### src/hdl/switch_cfg_pkg.sv
// constants and carriers for the configuration access router
package switch_cfg_pkg;
   localparam int          PORT_W        = 3;
   localparam int          WIN_LSB       = 17;
   localparam logic [11:0] LEGACY_LAST   = 12'h0ff;
   localparam logic [11:0] BAR_LO_OFF    = 12'h010;
   localparam logic [11:0] BAR_HI_OFF    = 12'h014;
   localparam logic [11:0] BUSNUM_OFF    = 12'h018;
   localparam logic [11:0] EXT_STD_FIRST = 12'h100;
   localparam logic [11:0] EXT_STD_LAST  = 12'h1c7;
   localparam logic [11:0] AER_FIRST     = 12'hfb4;
   localparam logic [11:0] TYPED_OFF     = 12'h1f0;
   localparam logic [11:0] W1S_CLR_OFF   = 12'h1f4;
   localparam logic [11:0] READ_ZERO_OFF = 12'h1f8;
   localparam logic [11:0] SHADOW_OFF    = 12'h6c0;
   localparam logic [11:0] SHADOW_LAST   = 12'h6e4;
   localparam int          SHADOW_WORDS  = 10;
   localparam logic [31:0] BASE_LO_MASK  = 32'hfffe0000;
   localparam logic [31:0] BASE_LO_TYPE  = 32'h00000004;
   localparam logic [23:0] BUSNUM_RST    = 24'h000000;
   localparam logic [31:0] TY_RW         = 32'h0000000f;
   localparam logic [31:0] TY_W1C        = 32'h000000f0;
   localparam logic [31:0] TY_SRW        = 32'h00000f00;
   localparam logic [31:0] TY_SW1C       = 32'h0000f000;
   localparam logic [31:0] TY_W1S        = 32'h000f0000;
   localparam logic [31:0] TY_HWI        = 32'h0f000000;
   localparam logic [31:0] TY_STICKY_RO  = 32'h30000000;
   localparam logic [31:0] TY_RSVD       = 32'hc0f00000;
   localparam logic [31:0] TY_STICKY     = 32'h3f0fff00;
   localparam logic [31:0] TY_RST        = 32'h00000000;
   localparam logic [2:0]  CPL_SC        = 3'h0;
   localparam logic [2:0]  CPL_UR        = 3'h1;

   typedef enum logic [1:0] {REQ_CFG0, REQ_CFG1, REQ_MEM} req_kind_t;
   typedef enum logic {MECH_LEGACY, MECH_ENHANCED} mech_t;
   typedef enum logic [2:0] {RT_LOCAL, RT_FWD0, RT_FWD1, RT_UR, RT_ZERO} route_t;

   typedef struct packed {
      req_kind_t   kind;
      mech_t       mech;
      logic [7:0]  bus;
      logic [4:0]  dev;
      logic [2:0]  func;
      logic [11:0] offset;
      logic [63:0] addr;
      logic        we;
      logic [31:0] wdata;
   } cfg_req_t;

   typedef struct packed {
      logic [2:0]  port;
      logic        type0;
      logic [7:0]  bus;
      logic [4:0]  dev;
      logic [2:0]  func;
      logic [11:0] offset;
      logic        we;
      logic [31:0] wdata;
   } fwd_req_t;

   typedef struct packed {
      logic [2:0]  status;
      logic [31:0] rdata;
   } cpl_t;
endpackage : switch_cfg_pkg

### src/hdl/switch_config_access_router.sv
// configuration access decode, routing, memory window and typed registers
// Overview of operation
// - every port has 4 KB config space: 00h-FFh legacy, rest extended
// - legacy config access reaches only bytes 00h-FFh; beyond needs other mechanisms
// - upstream port captures bus and device numbers from type 0 config writes
// - type 1 to internal bus becomes type 0 access to matching downstream bridge
// - internal bus request with unknown device number completes Unsupported Request
// - type 1 inside a downstream secondary-subordinate range is forwarded there
// - secondary bus with device 0 is converted to type 0 before forwarding
// - secondary bus with nonzero device is dropped and reported Unsupported Request
// - bus beyond secondary but within subordinate forwards type 1 unchanged
// - enhanced mechanism reaches standard regions, not vendor registers above 100h
// - upstream base registers at 10h and 14h claim one 128 KB window
// - each port owns one 4 KB window slice, offsets equal config offsets
// - window decodes five ports; space above is reserved up to 128 KB
// - base register writes are copied into port 0 shadow slots 6C0h and 6C4h
// - hardware-initialized fields load once, then read-only until fundamental reset
// - write-one-clear bits read status; 1 clears, 0 leaves unchanged
// - sticky fields survive hot reset; sticky read-only not reinitialized by it
// - write-one-set: 1 enables control, 0 ignored, paired register clears
// - reserved-preserve bits read 0; software writes back what it read
// - reserved-zero bits read 0; software writes 0
// - read-zero register always reads 0 and accepts writes
module switch_config_access_router
   import switch_cfg_pkg::*;
#(
   parameter int         NUM_PORTS = 5,
   parameter logic [2:0] UP_PORT   = 3'h0
) (
   input  wire logic        mclk,
   input  wire logic        rstn,
   input  wire logic        hot_reset,
   input  wire logic        req_valid,
   input  wire cfg_req_t    req,
   input  wire logic        ld_valid,
   input  wire logic [2:0]  ld_port,
   input  wire logic [11:0] ld_offset,
   input  wire logic [31:0] ld_data,
   input  wire logic        ld_done,
   input  wire logic [7:0]  ev_set [NUM_PORTS],
   input  wire logic [1:0]  sticky_ro_in [NUM_PORTS],
   output logic             cpl_valid,
   output cpl_t             cpl,
   output logic             fwd_valid,
   output fwd_req_t         fwd,
   output logic             loc_valid,
   output logic [2:0]       loc_port,
   output logic [7:0]       cap_bus,
   output logic [4:0]       cap_dev
);

   localparam logic [3:0] SH_LO = {UP_PORT, 1'b0};
   localparam logic [3:0] SH_HI = {UP_PORT, 1'b1};

   logic [23:0] bus_reg    [NUM_PORTS];
   logic [31:0] ty_reg     [NUM_PORTS];
   logic [31:0] shadow_reg [SHADOW_WORDS];
   logic [31:0] bar_lo_reg;
   logic [31:0] bar_hi_reg;
   logic        hw_locked_reg;

   // request decode
   logic [7:0]           int_bus;
   logic                 dev_ok;
   logic                 win_hit;
   logic [4:0]           slice;
   logic                 slice_ok;
   logic                 ext_std;
   logic                 enh_vendor;
   logic [11:0]          cfg_off;
   logic [NUM_PORTS-1:0] rng_hit;
   logic [2:0]           rng_port;
   logic                 rng_any;
   logic                 sec_match;

   assign int_bus  = bus_reg[UP_PORT][15:8];
   assign dev_ok   = req.dev < 5'(NUM_PORTS) && req.dev[2:0] != UP_PORT;
   assign win_hit  = req.addr[63:WIN_LSB] == {bar_hi_reg, bar_lo_reg[31:WIN_LSB]};
   assign slice    = req.addr[16:12];
   assign slice_ok = slice < 5'(NUM_PORTS);
   assign ext_std  = (req.offset >= EXT_STD_FIRST && req.offset <= EXT_STD_LAST)
                     || req.offset >= AER_FIRST;
   // vendor space above 100h is hidden from the enhanced mechanism
   assign enh_vendor = req.mech == MECH_ENHANCED && req.offset >= EXT_STD_FIRST
                       && !ext_std;
   // legacy requests carry no extended offset bits
   assign cfg_off  = req.mech == MECH_LEGACY ?
                     {4'h0, req.offset[7:0]} : req.offset;

   for (genvar p = 0; p < NUM_PORTS; p++) begin : g_rng
      assign rng_hit[p] = 3'(p) != UP_PORT && req.bus >= bus_reg[p][15:8]
                          && req.bus <= bus_reg[p][23:16];
   end

   always_comb begin
      rng_port = 3'h0;
      rng_any  = 1'b0;
      for (int p = NUM_PORTS - 1; p >= 0; p--) begin
         if (rng_hit[p]) begin
            rng_port = 3'(p);
            rng_any  = 1'b1;
         end
      end
   end

   assign sec_match = req.bus == bus_reg[rng_port][15:8];

   route_t      route;
   logic [2:0]  acc_port;
   logic [11:0] acc_off;

   always_comb begin
      route    = RT_UR;
      acc_port = UP_PORT;
      acc_off  = cfg_off;
      unique case (req.kind)
         REQ_CFG0: route = enh_vendor ? RT_ZERO : RT_LOCAL;
         REQ_CFG1: begin
            if (req.bus == int_bus) begin
               acc_port = req.dev[2:0];
               route    = !dev_ok ? RT_UR : enh_vendor ? RT_ZERO : RT_LOCAL;
            end else if (rng_any) begin
               if (!sec_match) route = RT_FWD1;
               else if (req.dev == 5'h0) route = RT_FWD0;
               else route = RT_UR;
            end
         end
         REQ_MEM: begin
            acc_port = slice[2:0];
            acc_off  = req.addr[11:0];
            route    = !win_hit ? RT_UR : slice_ok ? RT_LOCAL : RT_ZERO;
         end
         default: route = RT_UR;
      endcase
   end

   // register write selection, software before serial load
   logic                 acc_wr;
   logic                 port_ok;
   logic [NUM_PORTS-1:0] sw_hit;
   logic [NUM_PORTS-1:0] ld_hit;
   logic [NUM_PORTS-1:0] wr_hit;
   logic [11:0]          w_off [NUM_PORTS];
   logic [31:0]          w_dat [NUM_PORTS];

   assign acc_wr  = req_valid && route == RT_LOCAL && req.we && !hot_reset;
   assign port_ok = acc_port < 3'(NUM_PORTS);

   for (genvar p = 0; p < NUM_PORTS; p++) begin : g_wsel
      assign sw_hit[p] = acc_wr && acc_port == 3'(p);
      assign ld_hit[p] = ld_valid && ld_port == 3'(p) && !hot_reset;
      assign wr_hit[p] = sw_hit[p] || ld_hit[p];
      assign w_off[p]  = sw_hit[p] ? acc_off : ld_offset;
      assign w_dat[p]  = sw_hit[p] ? req.wdata : ld_data;
   end

   // access-type behaviour of the typed register
   function automatic logic [31:0] typed_next(input logic [31:0] cur,
                                              input logic        sw_wr,
                                              input logic        sw_clr,
                                              input logic        ld_wr,
                                              input logic        locked,
                                              input logic [31:0] wd,
                                              input logic [7:0]  ev,
                                              input logic [1:0]  sro);
      logic [31:0] n;
      n = cur;
      if (sw_wr || ld_wr) n = (n & ~(TY_RW | TY_SRW)) | (wd & (TY_RW | TY_SRW));
      if (sw_wr) n = (n & ~(wd & (TY_W1C | TY_SW1C))) | (wd & TY_W1S);
      if (sw_clr) n = n & ~(wd & TY_W1S);
      if (ld_wr && !locked) n = (n & ~TY_HWI) | (wd & TY_HWI);
      // status events land after the clear so a set in the same cycle wins
      n = n | {16'h0000, ev[7:4], 4'h0, ev[3:0], 4'h0};
      n = (n & ~TY_STICKY_RO) | {2'b00, sro, 28'h0000000};
      return n & ~TY_RSVD;
   endfunction : typed_next

   always_ff @(posedge mclk or negedge rstn) begin
      if (!rstn) begin
         hw_locked_reg <= 1'b0;
      end else if (ld_done) begin
         hw_locked_reg <= 1'b1;
      end
   end

   for (genvar p = 0; p < NUM_PORTS; p++) begin : g_port
      logic [31:0] ty_next;
      assign ty_next = typed_next(ty_reg[p],
                                  sw_hit[p] && w_off[p] == TYPED_OFF,
                                  sw_hit[p] && w_off[p] == W1S_CLR_OFF,
                                  !sw_hit[p] && ld_hit[p] && w_off[p] == TYPED_OFF,
                                  hw_locked_reg, w_dat[p], ev_set[p], sticky_ro_in[p]);

      always_ff @(posedge mclk or negedge rstn) begin
         if (!rstn) begin
            bus_reg[p] <= BUSNUM_RST;
            ty_reg[p]  <= TY_RST;
         end else if (hot_reset) begin
            bus_reg[p] <= BUSNUM_RST;
            ty_reg[p]  <= ty_reg[p] & TY_STICKY;
         end else begin
            if (wr_hit[p] && w_off[p] == BUSNUM_OFF) bus_reg[p] <= w_dat[p][23:0];
            ty_reg[p] <= ty_next;
         end
      end
   end

   // upstream window base and its shadow copies
   logic       bar_lo_wr;
   logic       bar_hi_wr;
   logic       sh_wr;
   logic [3:0] sh_widx;
   logic [3:0] sh_ridx;
   logic       sh_rin;

   assign bar_lo_wr = wr_hit[UP_PORT] && w_off[UP_PORT] == BAR_LO_OFF;
   assign bar_hi_wr = wr_hit[UP_PORT] && w_off[UP_PORT] == BAR_HI_OFF;
   assign sh_wr     = wr_hit[0] && w_off[0] >= SHADOW_OFF && w_off[0] <= SHADOW_LAST;
   assign sh_widx   = 4'((w_off[0] - SHADOW_OFF) >> 2);
   assign sh_rin    = acc_port == 3'h0 && acc_off >= SHADOW_OFF && acc_off <= SHADOW_LAST;
   assign sh_ridx   = 4'((acc_off - SHADOW_OFF) >> 2);

   always_ff @(posedge mclk or negedge rstn) begin
      if (!rstn) begin
         bar_lo_reg <= 32'h00000000;
         bar_hi_reg <= 32'h00000000;
      end else if (hot_reset) begin
         bar_lo_reg <= 32'h00000000;
         bar_hi_reg <= 32'h00000000;
      end else begin
         if (bar_lo_wr) bar_lo_reg <= w_dat[UP_PORT] & BASE_LO_MASK;
         if (bar_hi_wr) bar_hi_reg <= w_dat[UP_PORT];
      end
   end

   always_ff @(posedge mclk or negedge rstn) begin
      if (!rstn) begin
         for (int i = 0; i < SHADOW_WORDS; i++) shadow_reg[i] <= 32'h00000000;
      end else if (hot_reset) begin
         for (int i = 0; i < SHADOW_WORDS; i++) shadow_reg[i] <= 32'h00000000;
      end else begin
         // a serial load may also fill the slots directly
         if (sh_wr) shadow_reg[sh_widx] <= w_dat[0];
         // the copy follows every base write, whoever made it
         if (bar_lo_wr) shadow_reg[SH_LO] <= w_dat[UP_PORT] & BASE_LO_MASK;
         if (bar_hi_wr) shadow_reg[SH_HI] <= w_dat[UP_PORT];
      end
   end

   // read data; registers held elsewhere in the switch read zero here
   logic [31:0] rd;
   always_comb begin
      rd = 32'h00000000;
      if (port_ok) begin
         if (acc_off == BAR_LO_OFF && acc_port == UP_PORT) rd = bar_lo_reg | BASE_LO_TYPE;
         else if (acc_off == BAR_HI_OFF && acc_port == UP_PORT) rd = bar_hi_reg;
         else if (acc_off == BUSNUM_OFF) rd = {8'h00, bus_reg[acc_port]};
         else if (acc_off == TYPED_OFF) rd = ty_reg[acc_port];
         else if (sh_rin) rd = shadow_reg[sh_ridx];
      end
      if (acc_off == READ_ZERO_OFF || acc_off == W1S_CLR_OFF) rd = 32'h00000000;
   end

   // answers and forwarded requests, one cycle after the request
   logic do_cpl;
   logic do_fwd;
   assign do_cpl = req_valid && !hot_reset
                   && (route == RT_LOCAL || route == RT_UR || route == RT_ZERO);
   assign do_fwd = req_valid && !hot_reset && (route == RT_FWD0 || route == RT_FWD1);

   always_ff @(posedge mclk or negedge rstn) begin
      if (!rstn) begin
         cpl_valid <= 1'b0;
         cpl       <= '0;
         fwd_valid <= 1'b0;
         fwd       <= '0;
         loc_valid <= 1'b0;
         loc_port  <= 3'h0;
      end else begin
         cpl_valid   <= do_cpl;
         cpl.status  <= route == RT_UR ? CPL_UR : CPL_SC;
         cpl.rdata   <= route == RT_LOCAL && !req.we ? rd : 32'h00000000;
         fwd_valid   <= do_fwd;
         fwd.port    <= rng_port;
         fwd.type0   <= route == RT_FWD0;
         fwd.bus     <= req.bus;
         fwd.dev     <= req.dev;
         fwd.func    <= req.func;
         fwd.offset  <= cfg_off;
         fwd.we      <= req.we;
         fwd.wdata   <= req.wdata;
         loc_valid   <= req_valid && !hot_reset && route == RT_LOCAL;
         loc_port    <= acc_port;
      end
   end

   always_ff @(posedge mclk or negedge rstn) begin
      if (!rstn) begin
         cap_bus <= 8'h00;
         cap_dev <= 5'h00;
      end else if (hot_reset) begin
         cap_bus <= 8'h00;
         cap_dev <= 5'h00;
      end else if (req_valid && req.kind == REQ_CFG0 && req.we) begin
         cap_bus <= req.bus;
         cap_dev <= req.dev;
      end
   end
endmodule : switch_config_access_router

### config.mk
export PLATFORM = sky130hd
export DESIGN_NAME = switch_config_access_router
export DESIGN_NICKNAME = d
export VERILOG_FILES = /design/src/hdl/switch_cfg_pkg.sv /design/src/hdl/switch_config_access_router.sv
export SDC_FILE = /design/constraint.sdc
export NUM_CORES = 2
export LEC_CHECK = 0
export BUFFER_PORTS_ARGS = -buffer_cell sky130_fd_sc_hd__buf_2
export CAP_MARGIN = 20
export CORE_ASPECT_RATIO = 0.6
export CORE_MARGIN = 8
export CORE_UTILIZATION = 39
export DETAILED_ROUTE_END_ITERATION = 8
export SLEW_MARGIN = 20
export SYNTH_ARGS = -nofsm -noshare
export SYNTH_HDL_FRONTEND = slang
export SYNTH_SLANG_ARGS = --single-unit
export TNS_END_PERCENT = 5
### constraint.sdc
create_clock -name mclk -period 6.4 [get_ports mclk]
set_input_delay 0.32 -clock mclk [delete_from_list [all_inputs] [get_ports mclk]]
set_output_delay 0.32 -clock mclk [all_outputs]
set_load 0.005 [all_outputs]
==> impl_metrics.env <==
export IMPL_dr_wl_met3_um=21800
export IMPL_status="finished, final reports clean"
export IMPL_clock_sinks=735
export IMPL_h_tree_depth=3
export IMPL_rsz0062_at_grt="false"
export IMPL_combinationalPowerShare_pct=11.2
export IMPL_period_minus_slack_ns=5.36
export IMPL_fin_nets=4609
export IMPL_drtIter0Drc=4694
export IMPL_netlist_area_leader_share_pct=48.8
export IMPL_topRoutingLayerUsed="met5"
export IMPL_crit_type="register to register"
export IMPL_die_area_um2=107000
export IMPL_slew_headroom_pct=19.9
export IMPL_cpPeakStageDelay_ns=1.07
export IMPL_top_level_ports=350
export IMPL_r2r_start="bus_reg[111]"
export IMPL_cts_setup_buffers=0
export IMPL_num_vias=34600
export IMPL_antenna_found_initial=9
export IMPL_io_buffers=347
export IMPL_initial_core_util_pct=39.3
export IMPL_hold_ws_ns=0.0278
export IMPL_syn_inst=3972
export IMPL_pwr_share_seq_pct=44.9
export IMPL_gp_congestion=0.968
export IMPL_cts_tree="yes"
export IMPL_startpoint_type="register"
export IMPL_cp_top_family="simple AND/OR/NAND/NOR gates"
export IMPL_final_max_slew_violation_count=0
export IMPL_cts_made_buffers=73
export IMPL_synth_edf_count=0
export IMPL_timing_setup_tns_ns=0
export IMPL_p_per_area_nw_per_um2=234
export IMPL_wirelength_um=157000
export IMPL_fin_crit_sh_pct=83.7
export IMPL_wl_met2_um=62100
export IMPL_synth_largest_area_cell="dfrtp_1"
export IMPL_ys_seq_area_share_pct=48.8
export IMPL_dr_pass1_iters=6
export IMPL_slowest_stage="a31oi_4"
export IMPL_overflow=0
export IMPL_cp_cell_sequence="xnor2_1, nand4_2, o41a_2, nor3b_2, buf_12, nand3_2, a31oi_4, nor2_1, a211oi_1"
export IMPL_cts_root_buf="clkbuf_16"
export IMPL_p_leak_nw=18.9
export IMPL_drt_wirelength_per_cell_um=27.7
export IMPL_synth_top_cells_by_count="dfrtp_1 (735), nor2_1 (470), nand2_1 (447), a211oi_1 (352), o21ai_0 (212)"
export IMPL_hpwl_um=107000
export IMPL_grt_usage_pct=28.3
export IMPL_fp_coreArea_um2=95900
export IMPL_peakVddDrop_v=0.000201
export IMPL_dieHeight_um=257
export IMPL_drive_above_1_share_pct=17.0
export IMPL_ff2ff_setup_slack_ns=1.04
export IMPL_finalHoldViolCount=0
export IMPL_ys_types=95
export IMPL_ys_flop_type="dfrtp_1"
export IMPL_drv_cap=0
export IMPL_postSynthAreaPerCell_um2=9.49
export IMPL_worstPathRequired_ns=6.95
export IMPL_fin_skew_ns=0.0315
export IMPL_syn2layout_area_growth_pct=19.0
export IMPL_synth_most_common_cell="dfrtp_1"
export IMPL_postRouteAntennaNets=0
export IMPL_grt_pass1_vias=33200
export IMPL_largest_reg_flops=320
export IMPL_syn_cell_area_um2=37700
export IMPL_grt_first_pass_wirelength_um=231000
export IMPL_cts_buffer_depth=3
export IMPL_path_depth=9
export IMPL_viasPerCell=6.09
export IMPL_yosys_warnings=0
export IMPL_worstSetupStartpoint="bus_reg[111]"
export IMPL_ys_async_sr_fraction_pct=100
export IMPL_max_freq_ghz=0.187
export IMPL_clk_pin_slew_ns=0.07
export IMPL_grt_max_degree=166
export IMPL_reg2reg_to="bus_reg[58]"
export IMPL_setup_viol=0
export IMPL_min_path_type="primary input to register"
export IMPL_critPathCaptureType="register"
export IMPL_worst_pin_slew_ns=1.17
export IMPL_clk_insertion_delay_late_ns=0.67
export IMPL_critical_path_max_fanout=35
export IMPL_cp_endpoint="bus_reg[58]"
export IMPL_std_cell_rows=88
export IMPL_crit_arrival_ns=5.91
export IMPL_wirelength_met1_um=69600
export IMPL_p_int_mw=7.66
export IMPL_chipWidth_um=417
export IMPL_yosys_top_cells_area="dfrtp_1 (49%), a211oi_1 (7.0%), nor2_1 (4.7%), nand2_1 (4.5%), mux2i_1 (4.4%)"
export IMPL_pwr_share_clk_pct=44.0
export IMPL_crit_buf_inv=1
export IMPL_sw_frac_of_total_pct=27.0
export IMPL_drc=0
export IMPL_synth_seq_cells=735
export IMPL_switchingPower_mw=2.83
export IMPL_r2r_worst_path_cells=9
==> power by group through the flow <==
stage / Combinational, mW / Sequential (mW) / Clock (mW)
after CTS: 1.15 / 4.70 / 4.66
after global placement: 1.08 / 4.79 / 0
final: 1.17 / 4.70 / 4.61
after global routing: 1.25 / 4.71 / 4.83
after detailed placement: 1.08 / 4.79 / 0
after floorplan: 0.492 / 4.79 / 0
==> worst register-to-register path: stages, from the launching register on <==
cell	delay, ns
dfrtp_1	0.51
xnor2_1	0.25
nand4_2	0.25
o41a_2	0.61
nor3b_2	0.97
buf_12	0.35
nand3_2	0.71
a31oi_4	1.09
nor2_1	0.17
a211oi_1	0.32
==> cell usage in the layout, fill, tap and decap left out, types with 9 or more instances in the layout <==
master	instances
dfrtp_1	735
nor2_1	467
nand2_1	446
a211oi_1	352
buf_2	345
o21ai_0	207
nand3_1	181
mux2i_1	158
buf_4	128
a21oi_1	124
dlygate4sd3_1	124
inv_1	88
clkbuf_16	77
a31oi_1	76
ha_1	66
mux2_2	65
xor2_1	50
and3_1	45
o22ai_1	40
a311oi_1	38
a22o_1	38
o211ai_1	37
a221oi_1	31
nand4_1	29
a22oi_1	29
nor3_1	28
o2bb2ai_1	23
clkbuf_8	18
o31ai_1	17
nor4_1	15
clkbuf_1	15
a21o_1	14
o221ai_1	14
nor2b_1	12
buf_12	12
xnor2_1	11
clkinv_2	10
and2_1	9
o21ai_1	9
==> cell families after synthesis <==
family,share of synthesized area (%)
and+or+nand+nor,15.1
other,0.00995
xor gates and xnor gates,1.44
DFF,48.8
muxes,6.46
adders and majority gates,2.26
AOI/OAI and AO/OA,21.0
buffers and inverters,4.97
==> how the worst min path moves through the flow <==
| stage | startpoint | endpoint | slack (ns) | depth (start not counted) |
|---|---|---|---|---|
| 6_report | ld_data[12] | bus_reg[84] | 0.03 | 3 |
| 5_1_grt | ld_data[12] | bus_reg[84] | 0.01 | 3 |
| 4_1_cts | ld_data[12] | bus_reg[84] | 0.0006 | 3 |
| 3_5_place_dp | rstn | fwd[46] | 0.42 | 1 |
| 3_3_place_gp | rstn | fwd[46] | 0.42 | 1 |
| 2_1_floorplan | rstn | async pin | 0.02 | 0 |
==> per-stage QoR <==
step	std cells	setup WS (ns)	util, %	area (um^2)	power [mW]
2_1_floorplan	3973	2.77	-	37700	5.28
3_3_place_gp	5414	0.667	42.8	41000	5.87
3_5_place_dp	5416	1.21	42.8	41100	5.87
4_1_cts	5672	1.35	46.7	44800	10.5
5_1_grt	5673	0.924	46.7	44800	10.8
6_report	5676	1.04	46.8	44800	10.5
==> what timing repair did <==
action / 4_1_cts / 5_1_grt
hold endpoints to repair: 230 / 0
resized for setup: 0 / 0
hold buffers: 124 / 0
==> final cells by class <==
type	instances	area (um^2)
fillers	9083	51100
flip-flops and latches	735	18400
diodes	4	10.0
repair buffers	611	4200
clock inverters	22	260
well taps	1305	1630
clock buffers	110	2230
multi-input cells	2799	17800
inverters	90	339
==> layer usage <==
| metal | vias to the layer above | global-route usage, % |
|---|---|---|
| met5 | - | 0 |
| met4 | 4 | 6.28 |
| met3 | 234 | 12.0 |
| met2 | 2002 | 37.9 |
| met1 | 17200 | 41.8 |
| li1 | 15100 | - |
Note: power is estimated with default switching activity, not from simulation.
